===== src/hdl/tes_pkg.sv =====
// constants, field layout and register map of the t1/e1 elastic store
//
// Behaviour
// storage holds 64 bytes when both sides run e1, else 48 bytes
// incoming serial bits are captured on falling edges of the receive line clock
// outgoing serial bit changes only on rising edges of the backplane clock
// fill level is tracked; a slip happens when the store empties or fills
// a slip leaves one frame stored and happens only at a frame boundary
// receive sync rising edge sets receive frame and multiframe boundaries
// backplane sync rising edge sets backplane frame and multiframe boundaries; code restarts only the read position, no backplane multiframe count
// t1 frame is 24 channels plus framing bit, 193 bits; e1 frame 256 bits
// counters keep alignment after one sync; each later sync edge realigns
// realign low recenters at next backplane sync edge; slip if depth changes
// realign with depth already optimum makes no adjustment and no slip
// slip indicator is driven low for 65 backplane clock cycles per slip
// direction flag latched per slip: low repeated frame, high deleted frame
// multiframe marker high 65 backplane cycles at each compensated multiframe start
// each rate select picks its side independently: 0 is t1, 1 is e1
// t1 to t1: received framing bit is output right after the backplane sync
// e1 receive to t1 backplane: framing bit position outputs constant 1
// e1 backplane side has no framing bit position, channels start at boundary
// serial mode puts channel 1 data out after the backplane sync edge
// parallel mode outputs data 8 clocks earlier than serial mode
// t1 backplane drops receive channels above 24; e1 backplane passes all
// channel boundary clock goes high at every backplane channel boundary
// positions cross between clock domains only after two-flop synchronisers
package tes_pkg;

  // ------------------------------------------------------------------
  // storage and framing
  // ------------------------------------------------------------------
  localparam int         MEM_BITS       = 512;
  localparam logic [8:0] STORE_FRAME_E1 = 9'h100;  // 32 channels per stored frame
  localparam logic [8:0] STORE_FRAME_T1 = 9'h0C0;  // 24 channels per stored frame
  localparam logic [8:0] FRAME_LEN_T1   = 9'h0C1;  // 193 bit times
  localparam logic [8:0] FRAME_LEN_E1   = 9'h100;  // 256 bit times
  localparam logic [4:0] T1_CHANNELS    = 5'h18;
  localparam logic [8:0] LOOKAHEAD_BITS = 9'h008;
  localparam logic [4:0] MF_LEN_T1      = 5'h0C;
  localparam logic [4:0] MF_LEN_E1      = 5'h10;
  localparam logic [6:0] HOLD_CYCLES    = 7'h41;   // 65 backplane clocks

  // ------------------------------------------------------------------
  // synchroniser lanes
  // ------------------------------------------------------------------
  localparam int SYN_W     = 10;
  localparam int SY_RXCLK  = 0;
  localparam int SY_RXDAT  = 1;
  localparam int SY_RXSYNC = 2;
  localparam int SY_BPCLK  = 3;
  localparam int SY_BPSYNC = 4;
  localparam int SY_ALN_N  = 5;
  localparam int SY_RXRATE = 6;
  localparam int SY_BPRATE = 7;
  localparam int SY_SERIAL = 8;
  localparam int SY_SLIPIN = 9;
  localparam logic [SYN_W-1:0] SYN_RESET = 10'h320;  // realign_n, serial and slip wire idle high

  // ------------------------------------------------------------------
  // wishbone register map
  // ------------------------------------------------------------------
  localparam logic [3:0] REG_CTRL   = 4'h0;
  localparam logic [3:0] REG_STATUS = 4'h4;
  localparam int CTRL_REALIGN  = 0;
  localparam int ST_DIRECTION  = 0;
  localparam int ST_SLIP_ACT   = 1;
  localparam int ST_FRESH_LO   = 2;
  localparam int ST_MARKER     = 4;
  localparam int ST_SLIP_PIN   = 5;
  localparam int ST_COUNT_LO   = 8;

endpackage : tes_pkg


===== src/hdl/tes_elastic_store.sv =====
// two-frame t1/e1 elastic store with wishbone status/control port
`timescale 1ns/1ps
module tes_elastic_store
  import tes_pkg::*;
(
  input  wire logic        clock,
  input  wire logic        reset_n,
  input  wire logic        rx_line_clock,
  input  wire logic        rx_serial_in,
  input  wire logic        rx_multiframe_sync,
  input  wire logic        rx_rate_select,
  input  wire logic        backplane_clock,
  input  wire logic        backplane_frame_sync,
  input  wire logic        backplane_rate_select,
  input  wire logic        serial_select,
  input  wire logic        realign_n,
  input  wire logic        slip_n_in,
  output logic             slip_n_out,
  output logic             slip_n_oe_n,
  output logic             direction_flag,
  output logic             backplane_serial_out,
  output logic             backplane_multiframe_marker,
  output logic             channel_boundary_clock,
  input  wire logic        wb_cyc_i,
  input  wire logic        wb_stb_i,
  input  wire logic        wb_we_i,
  input  wire logic [3:0]  wb_adr_i,
  input  wire logic [3:0]  wb_sel_i,
  input  wire logic [31:0] wb_dat_i,
  output logic [31:0]      wb_dat_o,
  output logic             wb_ack_o
);

  // ------------------------------------------------------------------
  // state
  // ------------------------------------------------------------------
  typedef struct packed {
    logic [SYN_W-1:0]    sy1;
    logic [SYN_W-1:0]    sy2;
    logic [SYN_W-1:0]    sy3;
    logic                rxsync_last;
    logic                bpsync_last;
    logic [MEM_BITS-1:0] mem;
    logic [1:0]          fbit;
    logic [1:0]          mfbit;
    logic [8:0]          wpos;
    logic                wf;
    logic [4:0]          mfc;
    logic [1:0]          fresh;
    logic [8:0]          rpos;
    logic                rf;
    logic                realign_req;
    logic [6:0]          slip_cnt;
    logic [6:0]          mark_cnt;
    logic                ser_out;
    logic                chclk;
    logic                dir;
    logic                slip_oe_n;
    logic                marker;
    logic [7:0]          slips;
    logic                ack;
    logic [31:0]         dat;
  } tes_state_s;

  tes_state_s st_ff;
  tes_state_s nxt_st;

  logic       rx_e1;
  logic       sys_e1;
  logic       both_e1;
  logic [8:0] fb;
  logic [8:0] rx_len;
  logic [8:0] sys_len;
  logic [4:0] mf_len;
  logic       rx_fall;
  logic       bp_rise;
  logic       rx_sync_rise;
  logic       bp_sync_rise;
  logic [8:0] wnew;
  logic       wfr;
  logic [8:0] waddr;
  logic       wr_done;
  logic       mf_start;
  logic [8:0] rnew;
  logic       boundary;
  logic       sel_rf;
  logic       slip_now;
  logic       slip_dir_now;
  logic       realign_served;
  logic [8:0] dpos;
  logic [8:0] rbase;
  logic [8:0] dlow;
  logic       obit;
  logic [1:0] fr;
  logic       wb_req;

  // ------------------------------------------------------------------
  // next-state logic
  // ------------------------------------------------------------------
  always_comb
  begin
    nxt_st         = st_ff;
    wnew           = st_ff.wpos;
    wfr            = st_ff.wf;
    waddr          = 9'h000;
    wr_done        = 1'b0;
    mf_start       = 1'b0;
    rnew           = st_ff.rpos;
    boundary       = 1'b0;
    sel_rf         = st_ff.rf;
    slip_now       = 1'b0;
    slip_dir_now   = st_ff.dir;
    realign_served = 1'b0;
    dpos           = 9'h000;
    rbase          = 9'h000;
    dlow           = 9'h000;
    obit           = 1'b1;
    fr             = st_ff.fresh;

    // both line clocks and all line-side pins pass two flops before use
    nxt_st.sy1 = {slip_n_in, serial_select, backplane_rate_select, rx_rate_select,
                  realign_n, backplane_frame_sync, backplane_clock,
                  rx_multiframe_sync, rx_serial_in, rx_line_clock};
    nxt_st.sy2 = st_ff.sy1;
    nxt_st.sy3 = st_ff.sy2;

    // rate choice per side, storage sized from the pair
    rx_e1   = st_ff.sy2[SY_RXRATE];
    sys_e1  = st_ff.sy2[SY_BPRATE];
    both_e1 = rx_e1 & sys_e1;
    fb      = both_e1 ? STORE_FRAME_E1 : STORE_FRAME_T1;
    rx_len  = rx_e1 ? FRAME_LEN_E1 : FRAME_LEN_T1;
    sys_len = sys_e1 ? FRAME_LEN_E1 : FRAME_LEN_T1;
    mf_len  = rx_e1 ? MF_LEN_E1 : MF_LEN_T1;

    // edges found by the system clock on the second synchroniser stage
    rx_fall = st_ff.sy3[SY_RXCLK] & ~st_ff.sy2[SY_RXCLK];
    bp_rise = ~st_ff.sy3[SY_BPCLK] & st_ff.sy2[SY_BPCLK];
    rx_sync_rise = rx_fall & st_ff.sy2[SY_RXSYNC] & ~st_ff.rxsync_last;
    bp_sync_rise = bp_rise & st_ff.sy2[SY_BPSYNC] & ~st_ff.bpsync_last;

    // write side: one bit per falling line clock edge
    if (rx_fall)
    begin
      nxt_st.rxsync_last = st_ff.sy2[SY_RXSYNC];
      if (rx_sync_rise || st_ff.wpos == rx_len - 9'h001)
        wnew = 9'h000;
      else
        wnew = st_ff.wpos + 9'h001;
      nxt_st.wpos = wnew;
      if (wnew == 9'h000)
      begin
        wr_done  = 1'b1;
        wfr      = ~st_ff.wf;
        mf_start = rx_sync_rise | (st_ff.mfc == mf_len - 5'h01);
        nxt_st.wf  = wfr;
        nxt_st.mfc = mf_start ? 5'h00 : st_ff.mfc + 5'h01;
        nxt_st.mfbit[wfr] = mf_start;
      end
      if (!rx_e1)
      begin
        if (wnew == 9'h000)
          nxt_st.fbit[wfr] = st_ff.sy2[SY_RXDAT];
        else
        begin
          waddr = (wfr ? fb : 9'h000) + wnew - 9'h001;
          nxt_st.mem[waddr] = st_ff.sy2[SY_RXDAT];
        end
      end
      else if (both_e1 || wnew < STORE_FRAME_T1)
      begin
        // channels past 24 are dropped when the backplane is t1
        waddr = (wfr ? fb : 9'h000) + wnew;
        nxt_st.mem[waddr] = st_ff.sy2[SY_RXDAT];
      end
    end

    // read side: position advances on each rising backplane edge
    if (bp_rise)
    begin
      nxt_st.bpsync_last = st_ff.sy2[SY_BPSYNC];
      if (bp_sync_rise || st_ff.rpos == sys_len - 9'h001)
        rnew = 9'h000;
      else
        rnew = st_ff.rpos + 9'h001;
      nxt_st.rpos = rnew;
      boundary = (rnew == 9'h000);
    end

    // frame boundary: choose the frame to replay and judge the depth
    if (boundary)
    begin
      realign_served = st_ff.realign_req & bp_sync_rise;
      if (st_ff.fresh == 2'h0)
      begin
        // nothing new arrived: the store ran empty, repeat a frame
        slip_now     = 1'b1;
        slip_dir_now = 1'b0;
      end
      else
      begin
        sel_rf = ~st_ff.wf;  // newest complete frame leaves one frame stored
        if (st_ff.fresh == 2'h2)
        begin
          slip_now     = 1'b1;
          slip_dir_now = 1'b1;
        end
      end
      // fresh of one means the depth is already optimum: no slip
      if (realign_served)
        nxt_st.realign_req = 1'b0;
      nxt_st.rf = sel_rf;
      if (st_ff.mfbit[sel_rf])
      begin
        nxt_st.mark_cnt = HOLD_CYCLES;
        nxt_st.marker   = 1'b1;
      end
      fr = 2'h0;
    end
    else if (bp_rise && st_ff.mark_cnt != 7'h00)
    begin
      nxt_st.mark_cnt = st_ff.mark_cnt - 7'h01;
      nxt_st.marker   = (st_ff.mark_cnt != 7'h01);
    end

    // a frame finishing in the boundary cycle still counts
    if (wr_done && fr != 2'h2)
      fr = fr + 2'h1;
    nxt_st.fresh = fr;

    // request a realign from the pin level or from software
    if (!st_ff.sy2[SY_ALN_N])
      nxt_st.realign_req = 1'b1;

    // slip indicator and direction latch
    if (slip_now)
    begin
      nxt_st.slip_cnt  = HOLD_CYCLES;
      nxt_st.slip_oe_n = 1'b0;
      nxt_st.dir       = slip_dir_now;
      nxt_st.slips     = st_ff.slips + 8'h01;
    end
    else if (bp_rise && st_ff.slip_cnt != 7'h00)
    begin
      nxt_st.slip_cnt  = st_ff.slip_cnt - 7'h01;
      nxt_st.slip_oe_n = (st_ff.slip_cnt == 7'h01);
    end

    // output bit: parallel mode looks 8 bits ahead
    if (bp_rise)
    begin
      if (st_ff.sy2[SY_SERIAL])
        dpos = rnew;
      else if (rnew + LOOKAHEAD_BITS >= sys_len)
        dpos = rnew + LOOKAHEAD_BITS - sys_len;
      else
        dpos = rnew + LOOKAHEAD_BITS;
      rbase = sel_rf ? fb : 9'h000;
      if (sys_e1)
      begin
        dlow = dpos;
        // a t1 receive side has nothing for channels 25 to 32
        if (!both_e1 && dpos[7:3] >= T1_CHANNELS)
          obit = 1'b1;
        else
          obit = st_ff.mem[rbase + dpos];
        nxt_st.chclk = ~dlow[2];
      end
      else if (dpos == 9'h000)
      begin
        obit = rx_e1 ? 1'b1 : st_ff.fbit[sel_rf];
        nxt_st.chclk = 1'b0;
      end
      else
      begin
        dlow = dpos - 9'h001;
        obit = st_ff.mem[rbase + dlow];
        nxt_st.chclk = ~dlow[2];
      end
      nxt_st.ser_out = obit;
    end

    // wishbone classic slave, one wait-free ack per request
    wb_req     = wb_cyc_i & wb_stb_i & ~st_ff.ack;
    nxt_st.ack = wb_req;
    nxt_st.dat = 32'h0000_0000;
    if (wb_req && wb_we_i && wb_adr_i == REG_CTRL && wb_sel_i[0] && wb_dat_i[CTRL_REALIGN])
      nxt_st.realign_req = 1'b1;
    if (wb_req && !wb_we_i)
    begin
      if (wb_adr_i == REG_CTRL)
        nxt_st.dat[CTRL_REALIGN] = st_ff.realign_req;
      else if (wb_adr_i == REG_STATUS)
      begin
        nxt_st.dat[ST_DIRECTION]            = st_ff.dir;
        nxt_st.dat[ST_SLIP_ACT]             = ~st_ff.slip_oe_n;
        nxt_st.dat[ST_FRESH_LO +: 2]        = st_ff.fresh;
        nxt_st.dat[ST_MARKER]               = st_ff.marker;
        nxt_st.dat[ST_SLIP_PIN]             = st_ff.sy2[SY_SLIPIN];
        nxt_st.dat[ST_COUNT_LO +: 8]        = st_ff.slips;
      end
    end
  end

  // ------------------------------------------------------------------
  // state register
  // ------------------------------------------------------------------
  always_ff @(posedge clock or negedge reset_n)
  begin
    if (!reset_n)
    begin
      st_ff           <= '0;
      st_ff.sy1       <= SYN_RESET;
      st_ff.sy2       <= SYN_RESET;
      st_ff.sy3       <= SYN_RESET;
      st_ff.ser_out   <= 1'b1;
      st_ff.slip_oe_n <= 1'b1;
      st_ff.fresh     <= 2'h1;
    end
    else
      st_ff <= nxt_st;
  end

  // every output straight from a flip-flop except slip_n_out, tied low
  assign slip_n_out                  = 1'b0;
  assign slip_n_oe_n                 = st_ff.slip_oe_n;
  assign direction_flag              = st_ff.dir;
  assign backplane_serial_out        = st_ff.ser_out;
  assign backplane_multiframe_marker = st_ff.marker;
  assign channel_boundary_clock      = st_ff.chclk;
  assign wb_dat_o                    = st_ff.dat;
  assign wb_ack_o                    = st_ff.ack;
endmodule : tes_elastic_store


===== config.mk =====
export PLATFORM = sky130hd
export DESIGN_NAME = tes_elastic_store
export DESIGN_NICKNAME = d
export VERILOG_FILES = /design/src/hdl/tes_pkg.sv /design/src/hdl/tes_elastic_store.sv
export SDC_FILE = /design/constraint.sdc
export NUM_CORES = 2
export LEC_CHECK = 0
export BUFFER_PORTS_ARGS = -buffer_cell sky130_fd_sc_hd__buf_2
export CELL_PAD_IN_SITES_DETAIL_PLACEMENT = 0
export CELL_PAD_IN_SITES_GLOBAL_PLACEMENT = 1
export CORE_MARGIN = 2
export CORE_UTILIZATION = 45
export CTS_BUF_LIST = sky130_fd_sc_hd__clkbuf_8
export DETAILED_ROUTE_END_ITERATION = 10
export HOLD_SLACK_MARGIN = 0.02
export PLACE_DENSITY_LB_ADDON = 0.1
export SETUP_SLACK_MARGIN = 0.3
export SKIP_CTS_REPAIR_TIMING = 1
export SLEW_MARGIN = 20
export SYNTH_ARGS = -nofsm -noshare
export SYNTH_HDL_FRONTEND = slang
export SYNTH_SLANG_ARGS = --single-unit

===== constraint.sdc =====
create_clock -name clock -period 10.3 [get_ports clock]
set_input_delay 1.03 -clock clock [delete_from_list [all_inputs] [get_ports clock]]
set_output_delay 1.03 -clock clock [all_outputs]
set_load 0.01 [all_outputs]

==> results.cfg <==
[run_status]
run_status = finished, final reports clean

[timing]
final.setup.worst_slack_ns = 1.58
setup_viol = 0
timing.setup.tns_ns = 0
clock.fmax_mhz = 115
rsz0062_at_grt = no
least_margin_pin_slew_ns = 1.26
final_setup_skew_ns = 0.0625
period_needed_ns = 8.72
timing.final.max_slew_violations = 0
relative_slew_margins = 0.156
fin_crit_sh = 0.846
count_of_final_hold_check_violations = 0

[clocking]
cts.root.buffer_cell = sky130_fd_sc_hd__clkbuf_8
clk-insertion-delay-late_ns = 0.82
clock_path_buffers = 3
tritoncts.num_buffers = 116
h_tree_lvl_count = 3
path_clk_slew_ns = 0.07
cts_sinks = 610
cts_tree = built

[critical_path]
setup.worst_path.start_class = register
path_max_fanout = 41
worst-endpoint-required_ns = 11.04
timing_worst_setup_path_type = register to register
capturing_element_type_of_the_critical_path = register
crit_arrival_ns = 9.46

[drt]
first_pass_iters = 6
num_vias = 37600
postRouteWirelength_microns = 173000
ant_nets = 0
viasPerCell = 6.85
first_iter_violations = 5026
drc = 0
routedWlPerCell_microns = 31.5

[die]
io_pins = 94
core-area_sq_um = 90300
floorplan.initialDensity = 0.456
die-width_microns = 306
num_rows = 110
floorplan.die.height_microns = 306
die_area_sq_um = 93900

[final_layout]
layout.cells.most_common = sky130_fd_sc_hd__nand2_1
num-nets-final = 4299
final_core_util = 0.489
most-common-layout-cells = sky130_fd_sc_hd__nand2_1, sky130_fd_sc_hd__dfrtp_1, sky130_fd_sc_hd__mux2_2
area_growth_syn_to_layout_pct = 7.26
drive_gt1_frac = 0.252

[global_routing]
grt_pass1_wl_microns = 251000
grt-ovfl-total = 0
groute.usage.overall = 0.362
via_count_of_the_first_global_routing_pass = 35200
grt_antenna_before_repair = 6
grt_max_degree = 202

[run]
maxCapViolCount = 0

[synthesis]
synth.distinct_cells = 102
synthArstFlopShare = 1.00
synth_enable_flop_cells = 0
syn-mean-instance-area_sq_um = 9.26
synth-warning-count = 0
synth_seq_area_share = 0.371
syn_inst = 4442
netlist_area_sq_um = 41100
synth-seq-cells = 610
postSynth.topFlopCell = sky130_fd_sc_hd__dfrtp_1

[placed_design]
dpl.hpwl_microns = 98300
gp_congestion = 0.894
dp_slack_ns = 1.70
buffer_ports.inserted = 40

[pwr]
vdd.ir_drop.worst_uv = 236
cellPowerDensity_nw_per_um2 = 219
leakage_uw = 0.0179

[hold_path]
worstHoldPathType = input port to async pin
-- layout make-up --
cell class	instances	area (sq um)
fill	8574	46200
multi-input combinational	3330	24000
sequential	610	15300
clock buffer	146	2010
tap	1176	1470
timing repair buffer	134	1000
clock inverter	57	254
inverter	27	114
antenna	5	12.5
-- synthesized netlist by cell type, types with 22 or more instances --
| library cell | n | area share |
|---|---|---|
| sky130_fd_sc_hd__ha_1 | 22 | 0.0067 |
| sky130_fd_sc_hd__nand3_1 | 133 | 0.016 |
| sky130_fd_sc_hd__inv_1 | 25 | 0.0023 |
| sky130_fd_sc_hd__buf_4 | 46 | 0.0084 |
| sky130_fd_sc_hd__mux2i_1 | 77 | 0.019 |
| sky130_fd_sc_hd__nand2_1 | 892 | 0.081 |
| sky130_fd_sc_hd__xnor2_1 | 24 | 0.0051 |
| sky130_fd_sc_hd__a21oi_1 | 55 | 0.0067 |
| sky130_fd_sc_hd__o22ai_1 | 321 | 0.049 |
| sky130_fd_sc_hd__mux4_2 | 128 | 0.070 |
| sky130_fd_sc_hd__a311oi_1 | 44 | 0.0094 |
| sky130_fd_sc_hd__buf_1 | 45 | 0.0041 |
| sky130_fd_sc_hd__buf_2 | 63 | 0.0077 |
| sky130_fd_sc_hd__nand4_1 | 39 | 0.0059 |
| sky130_fd_sc_hd__and2_1 | 23 | 0.0035 |
| sky130_fd_sc_hd__o21ai_0 | 56 | 0.0068 |
| sky130_fd_sc_hd__and3_1 | 72 | 0.011 |
| sky130_fd_sc_hd__a32oi_1 | 27 | 0.0057 |
| sky130_fd_sc_hd__mux2_2 | 520 | 0.14 |
| sky130_fd_sc_hd__clkbuf_1 | 327 | 0.030 |
| sky130_fd_sc_hd__dfrtp_1 | 601 | 0.37 |
| sky130_fd_sc_hd__a31oi_1 | 52 | 0.0079 |
| sky130_fd_sc_hd__nor2_1 | 325 | 0.030 |
| sky130_fd_sc_hd__nor3_1 | 39 | 0.0047 |
| sky130_fd_sc_hd__a22oi_1 | 198 | 0.036 |
| sky130_fd_sc_hd__a211oi_1 | 56 | 0.010 |
-- routing by layer --
layer  GRT usage  up-vias  wire, microns
li1            -    15800              -
met1       0.510    18900          70900
met2       0.517     2339          73000
met3      0.0973      478          20300
met4       0.164        0           8720
met5           0        -              0
-- report_power, final --
part	switching, uW	internal, uW
registers	170	2560
logic	3340	1150
clock network	1150	1260
-- path summary, 6_finish.rpt --
path | startpoint | endpoint | slack, ns | cells after the start
max | st_ff[65] | backplane_serial_out | 1.58 | 26
min | reset_n | st_ff[50] | 0.30 | 1
max reg2reg | st_ff[65] | backplane_serial_out | 1.58 | 26
min reg2reg | nxt_st[616] | nxt_st[606] | 0.35 | 0
max in group asynchronous | reset_n | st_ff[284] | 7.84 | 3
min in group clock | rx_serial_in | nxt_st[617] | 0.35 | 1
-- per-stage QoR --
stage	total power [uW]	cell area, sq um	hold slack (ns)	std cells
3_3_place_gp	7080	41800	0.335	5277
6_report	9640	44100	0.297	5485
5_1_grt	9900	44100	0.308	5482
4_1_cts	9490	44100	0.269	5480
3_5_place_dp	7070	41800	0.335	5277
2_1_floorplan	5290	41200	0.331	4460
-- critical path: stages (launching register included) --
cell and delay [ns]:
sky130_fd_sc_hd__dfrtp_1 0.51, sky130_fd_sc_hd__nor3_1 0.35, sky130_fd_sc_hd__nand3_1 0.12, sky130_fd_sc_hd__a211o_1 0.50, sky130_fd_sc_hd__a41oi_1 0.34, sky130_fd_sc_hd__nand2_1 0.14
sky130_fd_sc_hd__ha_1 0.27, sky130_fd_sc_hd__nand2_1 0.09, sky130_fd_sc_hd__a21oi_1 0.05, sky130_fd_sc_hd__xnor2_1 0.17, sky130_fd_sc_hd__ha_1 0.35, sky130_fd_sc_hd__nand4_1 0.11
sky130_fd_sc_hd__a221oi_1 0.21, sky130_fd_sc_hd__nand4_1 0.26, sky130_fd_sc_hd__o21a_1 0.37, sky130_fd_sc_hd__a21oi_2 0.32, sky130_fd_sc_hd__mux2i_4 0.33, sky130_fd_sc_hd__inv_2 0.29
sky130_fd_sc_hd__ha_1 0.42, sky130_fd_sc_hd__xnor3_4 1.06, sky130_fd_sc_hd__buf_4 0.43, sky130_fd_sc_hd__a211oi_1 0.08, sky130_fd_sc_hd__a311oi_1 0.77, sky130_fd_sc_hd__o311ai_0 0.21
sky130_fd_sc_hd__a211oi_1 0.42, sky130_fd_sc_hd__a2111oi_2 0.16, sky130_fd_sc_hd__a221oi_2 0.30
-- logic make-up after synthesis --
kind of cell | synth area share
AND/OR/NAND/NOR | 0.169
AO/OA/AOI/OAI | 0.154
flip-flops | 0.371
buffers and inverters | 0.0558
adder cells (fa/ha/maj) | 0.00815
other | 0.0000911
XOR/XNOR | 0.0113
multiplexers | 0.231
-- sequential cells by signal, indices dropped and copies added, names as in the netlist --
signal                       cells
st_ff                          570
nxt_st                          20
wb_dat_o                        14
backplane_multiframe_marker      1
backplane_serial_out             1
channel_boundary_clock           1
direction_flag                   1
slip_n_oe_n                      1
wb_ack_o                         1
(Power assumes the default switching activity.)
